`config.mk`:
```
export PLATFORM = sky130hd
export DESIGN_NAME = twtc_top
export DESIGN_NICKNAME = d
export VERILOG_FILES = /design/src/logic/twtc_pkg.sv /design/src/logic/twtc_top.sv
export SDC_FILE = /design/constraint.sdc
export NUM_CORES = 1
export LEC_CHECK = 0
export BUFFER_PORTS_ARGS = -buffer_cell sky130_fd_sc_hd__buf_4
export CAP_MARGIN = 20
export CORE_ASPECT_RATIO = 0.5
export CORE_MARGIN = 1
export CORE_UTILIZATION = 50
export DETAILED_ROUTE_END_ITERATION = 10
export GPL_TIMING_DRIVEN = 1
export PLACE_DENSITY_LB_ADDON = 0.12
export SLEW_MARGIN = 20
export SYNTH_ARGS = -nofsm -noshare
export SYNTH_HDL_FRONTEND = slang
export SYNTH_SLANG_ARGS = --single-unit
```
`constraint.sdc`:
```
create_clock -name clk_i -period 2.61 [get_ports clk_i]
set_input_delay 0.1305 -clock clk_i [delete_from_list [all_inputs] [get_ports clk_i]]
set_output_delay 0.1305 -clock clk_i [all_outputs]
set_load 0.05 [all_outputs]
```
`src/logic/twtc_pkg.sv`:
```
// Constants, state encoding and the state record of the two-wire target controller.
// Assumes one 100 MHz clock; bus pins are sampled through synchronisers in the top module.

`default_nettype none

package twtc_pkg;

	// Register offsets.
	localparam logic [3:0] TWTC_OFS_CTRL_MAIN = 4'h9;
	localparam logic [3:0] TWTC_OFS_CMD_CTRL  = 4'hA;
	localparam logic [3:0] TWTC_OFS_STATUS    = 4'hB;
	localparam logic [3:0] TWTC_OFS_OWN_ADDR  = 4'hC;
	localparam logic [3:0] TWTC_OFS_DATA      = 4'hD;

	// Main control fields.
	localparam int TWTC_CM_DATA_IRQ_EN = 7;
	localparam int TWTC_CM_AS_IRQ_EN   = 6;
	localparam int TWTC_CM_STOP_IRQ_EN = 5;
	localparam int TWTC_CM_PROMISC     = 2;
	localparam int TWTC_CM_SMART       = 1;
	localparam int TWTC_CM_ENABLE      = 0;
	localparam logic [7:0] TWTC_CM_WRITE_MASK = 8'hE7;

	// Command control fields.
	localparam int TWTC_CC_ACK_ACTION = 2;
	localparam int TWTC_CC_CMD_MSB    = 1;

	// Status fields.
	localparam int TWTC_ST_COLLISION_FLAG   = 3;
	localparam int TWTC_ST_BUS_ERROR_FLAG = 2;

	// Reset value shared by every register.
	localparam logic [7:0] TWTC_RST_BYTE = 8'h00;

	// Command codes.
	localparam logic [1:0] TWTC_CMD_NO_ACTION = 2'h0;
	localparam logic [1:0] TWTC_CMD_RESERVED  = 2'h1;
	localparam logic [1:0] TWTC_CMD_COMPLETE  = 2'h2;
	localparam logic [1:0] TWTC_CMD_RESPONSE  = 2'h3;

	// Bits in one byte, and the general call address.
	localparam logic [3:0] TWTC_BYTE_BITS    = 4'h8;
	localparam logic [6:0] TWTC_GENERAL_CALL = 7'h00;

	typedef enum logic [3:0] {
		TWTC_IDLE,
		TWTC_ADDR,
		TWTC_HOLD_ADDR,
		TWTC_ACK_OUT,
		TWTC_RX,
		TWTC_HOLD_DATA,
		TWTC_TX,
		TWTC_TX_ACK
	} twtc_state_e;

	typedef struct packed {
		logic        scl_meta;
		logic        scl_sync;
		logic        scl_prev;
		logic        sda_meta;
		logic        sda_sync;
		logic        sda_prev;
		twtc_state_e state;
		twtc_state_e ack_then;
		logic [3:0]  bitcnt;
		logic [7:0]  shreg;
		logic        selected;
		logic [7:0]  ctrl_main;
		logic        ack_action;
		logic [7:0]  own_addr;
		logic [7:0]  data;
		logic        data_flag;
		logic        addr_stop_flag;
		logic        received_ack_bit;
		logic        collision_flag;
		logic        bus_error_flag;
		logic        dir;
		logic        addr_stop_cause;
		logic        scl_oe;
		logic        sda_oe;
		logic [7:0]  rdata;
		logic        data_irq;
		logic        addr_stop_irq;
	} twtc_state_s;

endpackage

`default_nettype wire

```
`src/logic/twtc_top.sv`:
```
// Two-wire bus target controller: address match, clock stretching, byte transfer and registers.
// Assumes an external bus controller on SCL/SDA (open drain, pulled up outside) running at least
// four times slower than clk_i, and software on a plain single-cycle register port.
//
// The address-and-strobe port is this design's own decision.

`default_nettype none

module twtc_top (
	// Clock and reset.
	input  wire  logic       clk_i,
	input  wire  logic       rst_n_i,
	// Register port.
	input  wire  logic [3:0] addr_i,
	input  wire  logic [7:0] wdata_i,
	input  wire  logic       wr_i,
	input  wire  logic       rd_i,
	output var   logic [7:0] rdata_o,
	// System status.
	input  wire  logic       global_irq_enable_i,
	input  wire  logic       controller_enable_i,
	// Interrupt requests.
	output var   logic       data_irq_o,
	output var   logic       addr_stop_irq_o,
	// Bus pins.
	input  wire  logic       scl_i,
	output var   logic       scl_o,
	output var   logic       scl_oe_o,
	input  wire  logic       sda_i,
	output var   logic       sda_o,
	output var   logic       sda_oe_o
);

	twtc_pkg::twtc_state_s r_reg;
	twtc_pkg::twtc_state_s r_next;

	// Starts an acknowledge action: SDA is pulled low for ACK and SCL is let go.
	function automatic twtc_pkg::twtc_state_s begin_ack(input twtc_pkg::twtc_state_s s, input logic nack,
		input twtc_pkg::twtc_state_e then_state);
		twtc_pkg::twtc_state_s t;
		t          = s;
		t.sda_oe   = ~nack;
		t.scl_oe   = 1'b0;
		t.state    = twtc_pkg::TWTC_ACK_OUT;
		t.ack_then = then_state;
		return t;
	endfunction

	// Starts sending one byte; the first bit is driven in the same cycle as SCL is let go.
	function automatic twtc_pkg::twtc_state_s begin_tx(input twtc_pkg::twtc_state_s s, input logic [7:0] b);
		twtc_pkg::twtc_state_s t;
		t        = s;
		t.shreg  = b;
		t.sda_oe = ~b[7];
		t.scl_oe = 1'b0;
		t.bitcnt = 4'h0;
		t.state  = twtc_pkg::TWTC_TX;
		return t;
	endfunction

	always_comb begin
		logic       wr_main;
		logic       wr_cmd;
		logic       wr_stat;
		logic       dat_rd;
		logic       dat_wr;
		logic       ack_eff;
		logic [1:0] cmd;
		logic       cmd_go;
		logic       smart;
		logic       scl_rise;
		logic       scl_fall;
		logic       bus_start;
		logic       bus_stop;
		logic       mid_byte;
		logic       match;
		logic [7:0] tx_byte;
		r_next    = r_reg;
		wr_main   = wr_i && (addr_i == twtc_pkg::TWTC_OFS_CTRL_MAIN);
		wr_cmd    = wr_i && (addr_i == twtc_pkg::TWTC_OFS_CMD_CTRL);
		wr_stat   = wr_i && (addr_i == twtc_pkg::TWTC_OFS_STATUS);
		dat_rd    = rd_i && (addr_i == twtc_pkg::TWTC_OFS_DATA);
		dat_wr    = wr_i && (addr_i == twtc_pkg::TWTC_OFS_DATA);
		ack_eff   = wr_cmd ? wdata_i[twtc_pkg::TWTC_CC_ACK_ACTION] : r_reg.ack_action;
		cmd       = wr_cmd ? wdata_i[twtc_pkg::TWTC_CC_CMD_MSB:0] : twtc_pkg::TWTC_CMD_NO_ACTION;
		cmd_go    = cmd[1];
		smart     = r_reg.ctrl_main[twtc_pkg::TWTC_CM_SMART];
		tx_byte   = dat_wr ? wdata_i : r_reg.data;
		scl_rise  = r_reg.scl_sync & ~r_reg.scl_prev;
		scl_fall  = ~r_reg.scl_sync & r_reg.scl_prev;
		bus_start = r_reg.scl_sync & r_reg.scl_prev & r_reg.sda_prev & ~r_reg.sda_sync;
		bus_stop  = r_reg.scl_sync & r_reg.scl_prev & ~r_reg.sda_prev & r_reg.sda_sync;
		mid_byte  = (r_reg.state == twtc_pkg::TWTC_ADDR) || (r_reg.state == twtc_pkg::TWTC_RX)
			|| (r_reg.state == twtc_pkg::TWTC_TX);
		// A start or stop on a byte boundary is legal, except a stop right after a start, so only partial bytes count here.
		mid_byte  = mid_byte && (r_reg.bitcnt != twtc_pkg::TWTC_BYTE_BITS) && (r_reg.bitcnt != 4'h0);
		match     = r_reg.ctrl_main[twtc_pkg::TWTC_CM_PROMISC]
			|| (r_reg.shreg[7:1] == r_reg.own_addr[7:1])
			|| (r_reg.own_addr[0] && (r_reg.shreg[7:1] == twtc_pkg::TWTC_GENERAL_CALL));

		// Pin synchronisers.
		r_next.scl_meta = scl_i;
		r_next.scl_sync = r_reg.scl_meta;
		r_next.scl_prev = r_reg.scl_sync;
		r_next.sda_meta = sda_i;
		r_next.sda_sync = r_reg.sda_meta;
		r_next.sda_prev = r_reg.sda_sync;

		// Register writes and software clears; hardware sets below override them.
		if (wr_main) begin
			r_next.ctrl_main = wdata_i & twtc_pkg::TWTC_CM_WRITE_MASK;
		end
		if (wr_cmd) begin
			r_next.ack_action = wdata_i[twtc_pkg::TWTC_CC_ACK_ACTION];
		end
		if (wr_i && (addr_i == twtc_pkg::TWTC_OFS_OWN_ADDR)) begin
			r_next.own_addr = wdata_i;
		end
		if (dat_wr) begin
			r_next.data = wdata_i;
		end
		if (wr_stat && wdata_i[twtc_pkg::TWTC_ST_COLLISION_FLAG]) begin
			r_next.collision_flag = 1'b0;
		end
		if (wr_stat && wdata_i[twtc_pkg::TWTC_ST_BUS_ERROR_FLAG]) begin
			r_next.bus_error_flag = 1'b0;
		end
		if (dat_rd || dat_wr || cmd_go) begin
			r_next.data_flag      = 1'b0;
			r_next.addr_stop_flag = 1'b0;
		end

		// Read data stands only in the cycle after the strobe.
		r_next.rdata = twtc_pkg::TWTC_RST_BYTE;
		if (rd_i) begin
			case (addr_i)
				twtc_pkg::TWTC_OFS_CTRL_MAIN: r_next.rdata = r_reg.ctrl_main;
				twtc_pkg::TWTC_OFS_CMD_CTRL:  r_next.rdata = {5'h00, r_reg.ack_action, 2'h0};
				twtc_pkg::TWTC_OFS_STATUS:    r_next.rdata = {r_reg.data_flag, r_reg.addr_stop_flag, r_reg.scl_oe,
					r_reg.received_ack_bit, r_reg.collision_flag, r_reg.bus_error_flag, r_reg.dir,
					r_reg.addr_stop_cause};
				twtc_pkg::TWTC_OFS_OWN_ADDR:  r_next.rdata = r_reg.own_addr;
				twtc_pkg::TWTC_OFS_DATA:      r_next.rdata = r_reg.data;
				default:                      r_next.rdata = twtc_pkg::TWTC_RST_BYTE;
			endcase
		end

		// Byte engine.
		case (r_reg.state)
			twtc_pkg::TWTC_IDLE: begin
			end
			twtc_pkg::TWTC_ADDR, twtc_pkg::TWTC_RX: begin
				if (scl_rise) begin
					r_next.shreg  = {r_reg.shreg[6:0], r_reg.sda_sync};
					r_next.bitcnt = 4'(r_reg.bitcnt + 4'h1);
				end else if (scl_fall && (r_reg.bitcnt == twtc_pkg::TWTC_BYTE_BITS)) begin
					r_next.scl_oe = 1'b1;
					if (r_reg.state == twtc_pkg::TWTC_RX) begin
						r_next.data      = r_reg.shreg;
						r_next.data_flag = 1'b1;
						r_next.state     = twtc_pkg::TWTC_HOLD_DATA;
					end else if (match) begin
						r_next.addr_stop_flag  = 1'b1;
						r_next.addr_stop_cause = 1'b1;
						r_next.dir             = r_reg.shreg[0];
						r_next.selected        = 1'b1;
						r_next.state           = twtc_pkg::TWTC_HOLD_ADDR;
					end else begin
						r_next.scl_oe = 1'b0;
						r_next.state  = twtc_pkg::TWTC_IDLE;
					end
				end
			end
			twtc_pkg::TWTC_HOLD_ADDR: begin
				if (cmd == twtc_pkg::TWTC_CMD_RESPONSE || (smart && dat_rd)) begin
					r_next = begin_ack(r_next, ack_eff,
						r_reg.dir ? twtc_pkg::TWTC_HOLD_DATA : twtc_pkg::TWTC_RX);
				end else if (cmd == twtc_pkg::TWTC_CMD_COMPLETE) begin
					if (r_reg.dir) begin
						r_next.scl_oe = 1'b0;
						r_next.state  = twtc_pkg::TWTC_IDLE;
					end else begin
						r_next = begin_ack(r_next, ack_eff, twtc_pkg::TWTC_IDLE);
					end
				end
			end
			twtc_pkg::TWTC_HOLD_DATA: begin
				if (r_reg.dir) begin
					if (cmd == twtc_pkg::TWTC_CMD_RESPONSE || (smart && (dat_rd || dat_wr))) begin
						r_next = begin_tx(r_next, tx_byte);
					end else if (cmd == twtc_pkg::TWTC_CMD_COMPLETE) begin
						r_next.scl_oe = 1'b0;
						r_next.state  = twtc_pkg::TWTC_IDLE;
					end
				end else begin
					if (cmd == twtc_pkg::TWTC_CMD_RESPONSE || (smart && dat_rd)) begin
						r_next = begin_ack(r_next, ack_eff, twtc_pkg::TWTC_RX);
					end else if (cmd == twtc_pkg::TWTC_CMD_COMPLETE) begin
						r_next = begin_ack(r_next, ack_eff, twtc_pkg::TWTC_IDLE);
					end
				end
			end
			twtc_pkg::TWTC_ACK_OUT: begin
				if (scl_rise && !r_reg.sda_oe && !r_reg.sda_sync) begin
					r_next.collision_flag = 1'b1;
				end else if (scl_fall) begin
					r_next.sda_oe = 1'b0;
					r_next.bitcnt = 4'h0;
					r_next.shreg  = twtc_pkg::TWTC_RST_BYTE;
					r_next.state  = r_reg.ack_then;
					if (r_reg.ack_then == twtc_pkg::TWTC_HOLD_DATA) begin
						r_next.data_flag = 1'b1;
						r_next.scl_oe    = 1'b1;
					end
				end
			end
			twtc_pkg::TWTC_TX: begin
				if (scl_rise) begin
					r_next.bitcnt = 4'(r_reg.bitcnt + 4'h1);
					if (!r_reg.sda_oe && !r_reg.sda_sync) begin
						r_next.collision_flag = 1'b1;
					end
				end else if (scl_fall) begin
					r_next.shreg = {r_reg.shreg[6:0], 1'b0};
					if (r_reg.bitcnt == twtc_pkg::TWTC_BYTE_BITS) begin
						r_next.sda_oe = 1'b0;
						r_next.state  = twtc_pkg::TWTC_TX_ACK;
					end else begin
						// After a lost bit the target stops driving for the rest of the byte.
						r_next.sda_oe = ~r_reg.shreg[6] & ~r_reg.collision_flag;
					end
				end
			end
			twtc_pkg::TWTC_TX_ACK: begin
				if (scl_rise) begin
					r_next.received_ack_bit = r_reg.sda_sync;
				end else if (scl_fall) begin
					r_next.data_flag = 1'b1;
					r_next.scl_oe    = 1'b1;
					r_next.state     = twtc_pkg::TWTC_HOLD_DATA;
				end
			end
			default: begin
				r_next.state = twtc_pkg::TWTC_IDLE;
			end
		endcase

		// Start and stop conditions take priority over the byte engine.
		if (bus_start || bus_stop) begin
			if (controller_enable_i && (mid_byte || (bus_stop && r_reg.state == twtc_pkg::TWTC_ADDR
				&& r_reg.bitcnt == 4'h0))) begin
				r_next.bus_error_flag = 1'b1;
			end
			if (bus_stop && r_reg.selected && r_reg.ctrl_main[twtc_pkg::TWTC_CM_STOP_IRQ_EN]) begin
				r_next.addr_stop_flag  = 1'b1;
				r_next.addr_stop_cause = 1'b0;
			end
			if (bus_start) begin
				r_next.collision_flag = 1'b0;
			end
			r_next.selected = 1'b0;
			r_next.sda_oe   = 1'b0;
			r_next.scl_oe   = 1'b0;
			r_next.bitcnt   = 4'h0;
			r_next.state    = bus_start ? twtc_pkg::TWTC_ADDR : twtc_pkg::TWTC_IDLE;
		end

		if (!r_next.ctrl_main[twtc_pkg::TWTC_CM_ENABLE]) begin
			r_next.state    = twtc_pkg::TWTC_IDLE;
			r_next.selected = 1'b0;
			r_next.sda_oe   = 1'b0;
			r_next.scl_oe   = 1'b0;
		end

		r_next.data_irq = r_next.ctrl_main[twtc_pkg::TWTC_CM_DATA_IRQ_EN] & r_next.data_flag
			& global_irq_enable_i;
		r_next.addr_stop_irq = r_next.ctrl_main[twtc_pkg::TWTC_CM_AS_IRQ_EN] & r_next.addr_stop_flag
			& global_irq_enable_i;
	end

	always_ff @(posedge clk_i) begin
		if (!rst_n_i) begin
			r_reg          <= '0;
			r_reg.scl_meta <= 1'b1;
			r_reg.scl_sync <= 1'b1;
			r_reg.scl_prev <= 1'b1;
			r_reg.sda_meta <= 1'b1;
			r_reg.sda_sync <= 1'b1;
			r_reg.sda_prev <= 1'b1;
			r_reg.state    <= twtc_pkg::TWTC_IDLE;
			r_reg.ack_then <= twtc_pkg::TWTC_IDLE;
		end else begin
			r_reg <= r_next;
		end
	end

	// Open-drain pins only ever pull low.
	assign scl_o           = 1'b0;
	assign sda_o           = 1'b0;
	assign scl_oe_o        = r_reg.scl_oe;
	assign sda_oe_o        = r_reg.sda_oe;
	assign rdata_o         = r_reg.rdata;
	assign data_irq_o      = r_reg.data_irq;
	assign addr_stop_irq_o = r_reg.addr_stop_irq;

endmodule

`default_nettype wire

```
==> results of run 1 <==
-- logic make-up after synthesis --
group	Yosys count
adders and majority gates	2
buffers and inverters	48
DFF	67
and+or+nand+nor	174
AOI/OAI and AO/OA	107
xor gates and xnor gates	9
other	1
muxes	33
-- final cells by class --
type	count	area [um2]
inverters	13	48.8
clock buffers	12	236
clock inverters	4	51.3
well taps	96	120
repair buffers	48	365
flip-flops and latches	67	1340
fillers	691	2980
multi-input cells	328	2240
-- stage by stage --
| stage | hold WS (ns) | utilization (%) | power [mW] | worst slack [ns] | instance area, um2 |
|---|---|---|---|---|---|
| 2_1_floorplan | 0.232 | - | 1.15 | 0.846 | 3840 |
| 3_3_place_gp | 0.313 | 55.5 | 1.20 | 0.352 | 4090 |
| 3_5_place_dp | 0.317 | 55.5 | 1.21 | 0.264 | 4090 |
| 4_1_cts | 0.0246 | 59.7 | 2.38 | 0.252 | 4400 |
| 5_1_grt | 0.0385 | 59.7 | 2.45 | 0.0336 | 4400 |
| 6_report | 0.0321 | 59.7 | 2.37 | 0.182 | 4400 |
-- placed cells by master (no fill, tap or decap), types with 3 or more instances in the layout --
cell type / Yosys / final
o211a_1: 14 / 14
xor2_1: 5 / 5
nor3_1: 15 / 15
nor2_1: 19 / 19
nand4_1: 6 / 6
nand3_1: 20 / 20
mux2_2: 7 / 7
and3_1: 6 / 6
conb_1: 1 / 3
a21oi_1: 21 / 21
dfxtp_1: 67 / 67
nand2_1: 46 / 46
xnor2_1: 4 / 4
a22oi_1: 10 / 10
o211ai_1: 8 / 8
and2_1: 6 / 6
o21ai_0: 13 / 13
nor2b_1: 20 / 20
a21boi_0: 12 / 12
clkbuf_16: 0 / 9
mux2i_1: 25 / 25
nand2b_1: 13 / 13
inv_1: 13 / 13
nand3b_1: 3 / 3
clkbuf_1: 12 / 3
buf_4: 14 / 46
-- critical path: cells and delay by family, from the launching register on --
family,cells,cell delay [ns]
AOI/OAI and AO/OA,5,1.41
DFF,1,0.74
muxes,1,0.15
-- layer usage --
layer	share of wire (%)	global-route usage, %
met5	0	0
met4	1.4	9.79
met3	6.7	6.28
met2	44	45.2
met1	48	38.7
-- final timing paths --
| check | from | to | slack [ns] | cells past startpoint |
|---|---|---|---|---|
| max | r_reg[63] | r_reg[48] | 0.18 | 6 |
| min | global_irq_enable_i | addr_stop_irq_o | 0.03 | 2 |
| min reg2reg | r_reg[67] | r_reg[66] | 0.40 | 1 |
| max reg2reg | r_reg[63] | r_reg[48] | 0.18 | 6 |
-- report_power, final --
group | switching [mW] | internal [mW] | leakage (nW)
logic | 0.0905 | 0.0580 | 1.15
clock network | 0.444 | 0.740 | 0.137
registers | 0.00893 | 1.03 | 0.541
total | 0.544 | 1.83 | 1.83
-- what timing repair did --
| item | in CTS | in global routing |
|---|---|---|
| gates resized for setup | 0 | 0 |
| setup endpoints to repair | 0 | 0 |
| hold buffers | 2 | 0 |
| hold endpoints to repair | 2 | 0 |
| setup buffers | 0 | 0 |
==> reports/metrics.csv, run 1 <==
metric;value;unit
status;complete, no violations;
core-area;7380;um2
synth_area_leader_cell;dfxtp_1;
synth_edf_count;0;
ant_nets;0;
track_usage;28.6;%
largest_reg_flops;55;
initial_core_util;51.9;%
synth_xor_area_share;2.06;%
cts_made_buffers;9;
ir_worst_vdd;0.345;mV
dieArea;8030;um2
synth_fa_ha_area_share;0.654;%
avgSynthCellArea;8.68;um2
p_leak;1.83;nW
clock-root-buffer;clkbuf_16;
cp.required;2.83;ns
cp-end-kind;flip-flop;
clkLatencyLatePin;0.33;ns
antenna_found_initial;0;
via_per_inst;6.06;
hold_viol;0;
crit_type;flip-flop to flip-flop;
crit_fanout;18;
fin_cells;568;
cap_viol_max_count;0;
finClkSkew;0.00709;ns
yosys-top-cells-area;dfxtp_1 35%, mux2i_1 6.5%, nand2_1 4.5%, o211a_1 3.7%, nor2b_1 3.3%;
area.growth.synth_to_final;15.0;%
synthSimpleGateAreaFrac;25.6;%
cts_sinks;67;
cp-start-kind;flip-flop;
arrival;2.65;ns
routedWlPerCell;18.9;um
tritoncts;done;
synth_commonest_cells;67 x dfxtp_1, 46 x nand2_1, 25 x mux2i_1;
port-buffer-count;31;
ys_seq_elements;67;
via_count;3444;
final-setup-viol-count;0;
drive_gt1_share;17.6;%
nets;489;
synthesis.area;3830;um2
hold_path_class;primary input to flip-flop;
rsz0062_at_grt;no;
grt_pass1_vias;3215;
slowest_delay;0.74;ns
dieWidth;126;um
setup_tns;0;ns
powerDensity;539;nW/um2
synth_compound_gate_area_share;20.9;%
synth_top_area_share;35.0;%
rows;22;
io_pins;34;
cp_cell_sequence;mux2i_1 > o221ai_1 > o31ai_4 > a211oi_4 > o211ai_1 > o211a_1;
path_clk_slew;0.05;ns
synthFlopType;dfxtp_1;
grt_max_degree;40;
synth_top_family_by_area;simple AND/OR/NAND/NOR gates;
synth_cell_types;67;
min_period_over_period;93.0;%
h-tree-depth;3;
die_y;63.9;um
async_flop_share;0;%
cts_buffer_depth;2;
grt-ovfl-total;0;
ys_seq_area_share;35.0;%
place.gp.congestion;0.971;
cpMaxStageDelayCell;dfxtp_1;
wl;10.7;mm
min_period;2.43;ns
synth-warning-count;0;
drv_slew;0;
grt_pass1_wl;17.2;mm
synth_mux_area_share;8.99;%
relSlewSlack;53.7;%
drcViolationCount;0;
max_freq;0.412;GHz
dp_hpwl;8.01;mm
placed_cells;550;
post-synth-top-count-cell;dfxtp_1;
first_iter_violations;346;
synthCells;441;
first_pass_iters;5;
antennaDiodeCount;0;
tightest_slew;0.692;ns
Note: power is estimated with default switching activity, not from simulation.
==> run 2: changes to the inputs <==
- PLACE_DENSITY_LB_ADDON: 0.12 -> 0.05
- clock period: 2.61 -> 2.9 ns (I/O delays scaled with it)
==> reports/metrics.csv, run 2 (synthesis gave the netlist of run 1 again) <==
metric;value;unit
critPathTopFamily;compound AO/OA/AOI/OAI gates;
dieWidth;126;um
antennaDiodeCount;0;
hold_path_class;primary input to flip-flop;
port-buffer-count;31;
track_usage;28.7;%
via_count;3391;
first_iter_violations;402;
core-area;7380;um2
tritoncts;done;
grt_max_degree;49;
rsz0062_at_grt;no;
r2r-end;r_reg[45];
grt_pass1_vias;3181;
power.total;2.09;mW
cts_buffer_depth;2;
final_cell_mix;67 x dfxtp_1, 46 x nand2_1, 40 x buf_4, 25 x mux2i_1, 21 x a21oi_1;
cap_viol_max_count;0;
antenna_found_initial;0;
fin_cells;562;
postPlaceCellArea;4050;um2
pwr-share-clk;48.8;%
max_freq;0.417;GHz
path_clk_slew;0.06;ns
tightest_slew;0.944;ns
routedWlPerCell;19.2;um
drv_slew;0;
pwr-share-seq;44.9;%
cts_sinks;67;
h-tree-depth;3;
critical_path_depth;6;
first_pass_iters;4;
powerDensity;480;nW/um2
hp-start;global_irq_enable_i;
ir_worst_vdd;0.262;mV
cp.required;3.13;ns
cts_made_buffers;9;
cpMaxStageDelayCell;dfxtp_1;
p_comb_share;6.4;%
arrival;2.63;ns
slowest_delay;0.71;ns
clkLatencyLatePin;0.34;ns
drcViolationCount;0;
cp-startpoint;r_reg[61];
finish.instance_area;4350;um2
crit_buf_inv;0;
crit_type;flip-flop to flip-flop;
dp_hpwl;7.93;mm
post_cts_buffers;0;
rrSetupSlack;0.50;ns
p_switching;0.508;mW
crit_fanout;18;
nets;483;
relSlewSlack;36.6;%
largest_reg_flops;55;
final-setup-viol-count;0;
p_leak;1.81;nW
rows;22;
wl;10.8;mm
status;complete, no violations;
setup_tns;0;ns
finClkSkew;0.00703;ns
place.gp.congestion;0.876;
hold_path_depth;2;
ant_nets;0;
grt-ovfl-total;0;
whs_endpoint;addr_stop_irq_o;
min_period_over_period;82.6;%
placed_cells;544;
drive_gt1_share;17.2;%
grt_pass1_wl;17.3;mm
cp-end-kind;flip-flop;
min_period;2.40;ns
worstRegToRegCells;6;
io_pins;34;
final_util;59.0;%
cp_cell_sequence;nand3b_1 > o221ai_1 > o31ai_4 > a211oi_4 > o211ai_1 > o211a_1;
internal_power;1.58;mW
swShare;24.3;%
clock-root-buffer;clkbuf_16;
cts_resized;0;
dieArea;8030;um2
initial_core_util;51.9;%
die_y;63.9;um
hold_viol;0;
final_common_cell;dfxtp_1;
via_per_inst;6.03;
area.growth.synth_to_final;13.6;%
cp-start-kind;flip-flop;
r2r_start;r_reg[61];
-- run 2: cell count changes in the layout (fill, tap and decap cells not counted), moves of 2 or more --
cell      previous run  this run
clkbuf_1             3         0
clkinv_4             1         3
buf_4               46        40
clkinv_2             1         3
-- run 2: worst reg2reg max path, cell delays in order, from the launching register on --
cell,delay [ns]
dfxtp_1,0.71
nand3b_1,0.20
o221ai_1,0.30
o31ai_4,0.16
a211oi_4,0.56
o211ai_1,0.19
o211a_1,0.18
-- run 2: layer usage --
metal  up-vias  track usage, %  wire [um]
li1       1619               -          -
met1      1640            39.9       5180
met2       120            43.9       4700
met3        12            7.79        766
met4         0            7.83        120
met5         -               0          0
-- run 2: repair_timing --
item / 4_1_cts / 5_1_grt
hold endpoints to repair: 2 / 0
hold buffers: 2 / 0
setup endpoints to repair: 0 / 0
-- run 2: worst max path at each step --
stage	end	slack, ns
after floorplan	r_reg[61]	1.14
after global placement	r_reg[63]	0.64
after detailed placement	r_reg[45]	0.58
after CTS	r_reg[45]	0.56
after global routing	r_reg[45]	0.29
final	r_reg[45]	0.50
-- run 2: area by class of cell --
class / instances / area, um2
flip-flops and latches: 67 / 1340
well taps: 96 / 120
clock inverters: 6 / 41.3
fillers: 676 / 3030
repair buffers: 42 / 320
multi-input cells: 328 / 2240
inverters: 13 / 48.8
clock buffers: 10 / 239
-- run 2: power by group through the flow --
stage | sequential (mW) | combinational, mW | clock, mW
5_1_grt | 0.937 | 0.142 | 1.08
4_1_cts | 0.936 | 0.131 | 1.03
6_report | 0.937 | 0.133 | 1.02
2_1_floorplan | 0.954 | 0.0827 | 0
3_3_place_gp | 0.956 | 0.126 | 0
3_5_place_dp | 0.956 | 0.128 | 0
-- run 2: through the flow --
step           hold WS [ns]  setup slack [ns]
5_1_grt              0.0601             0.286
3_3_place_gp          0.326             0.644
2_1_floorplan         0.246              1.14
4_1_cts              0.0333             0.563
6_report             0.0380             0.504
3_5_place_dp          0.332             0.576
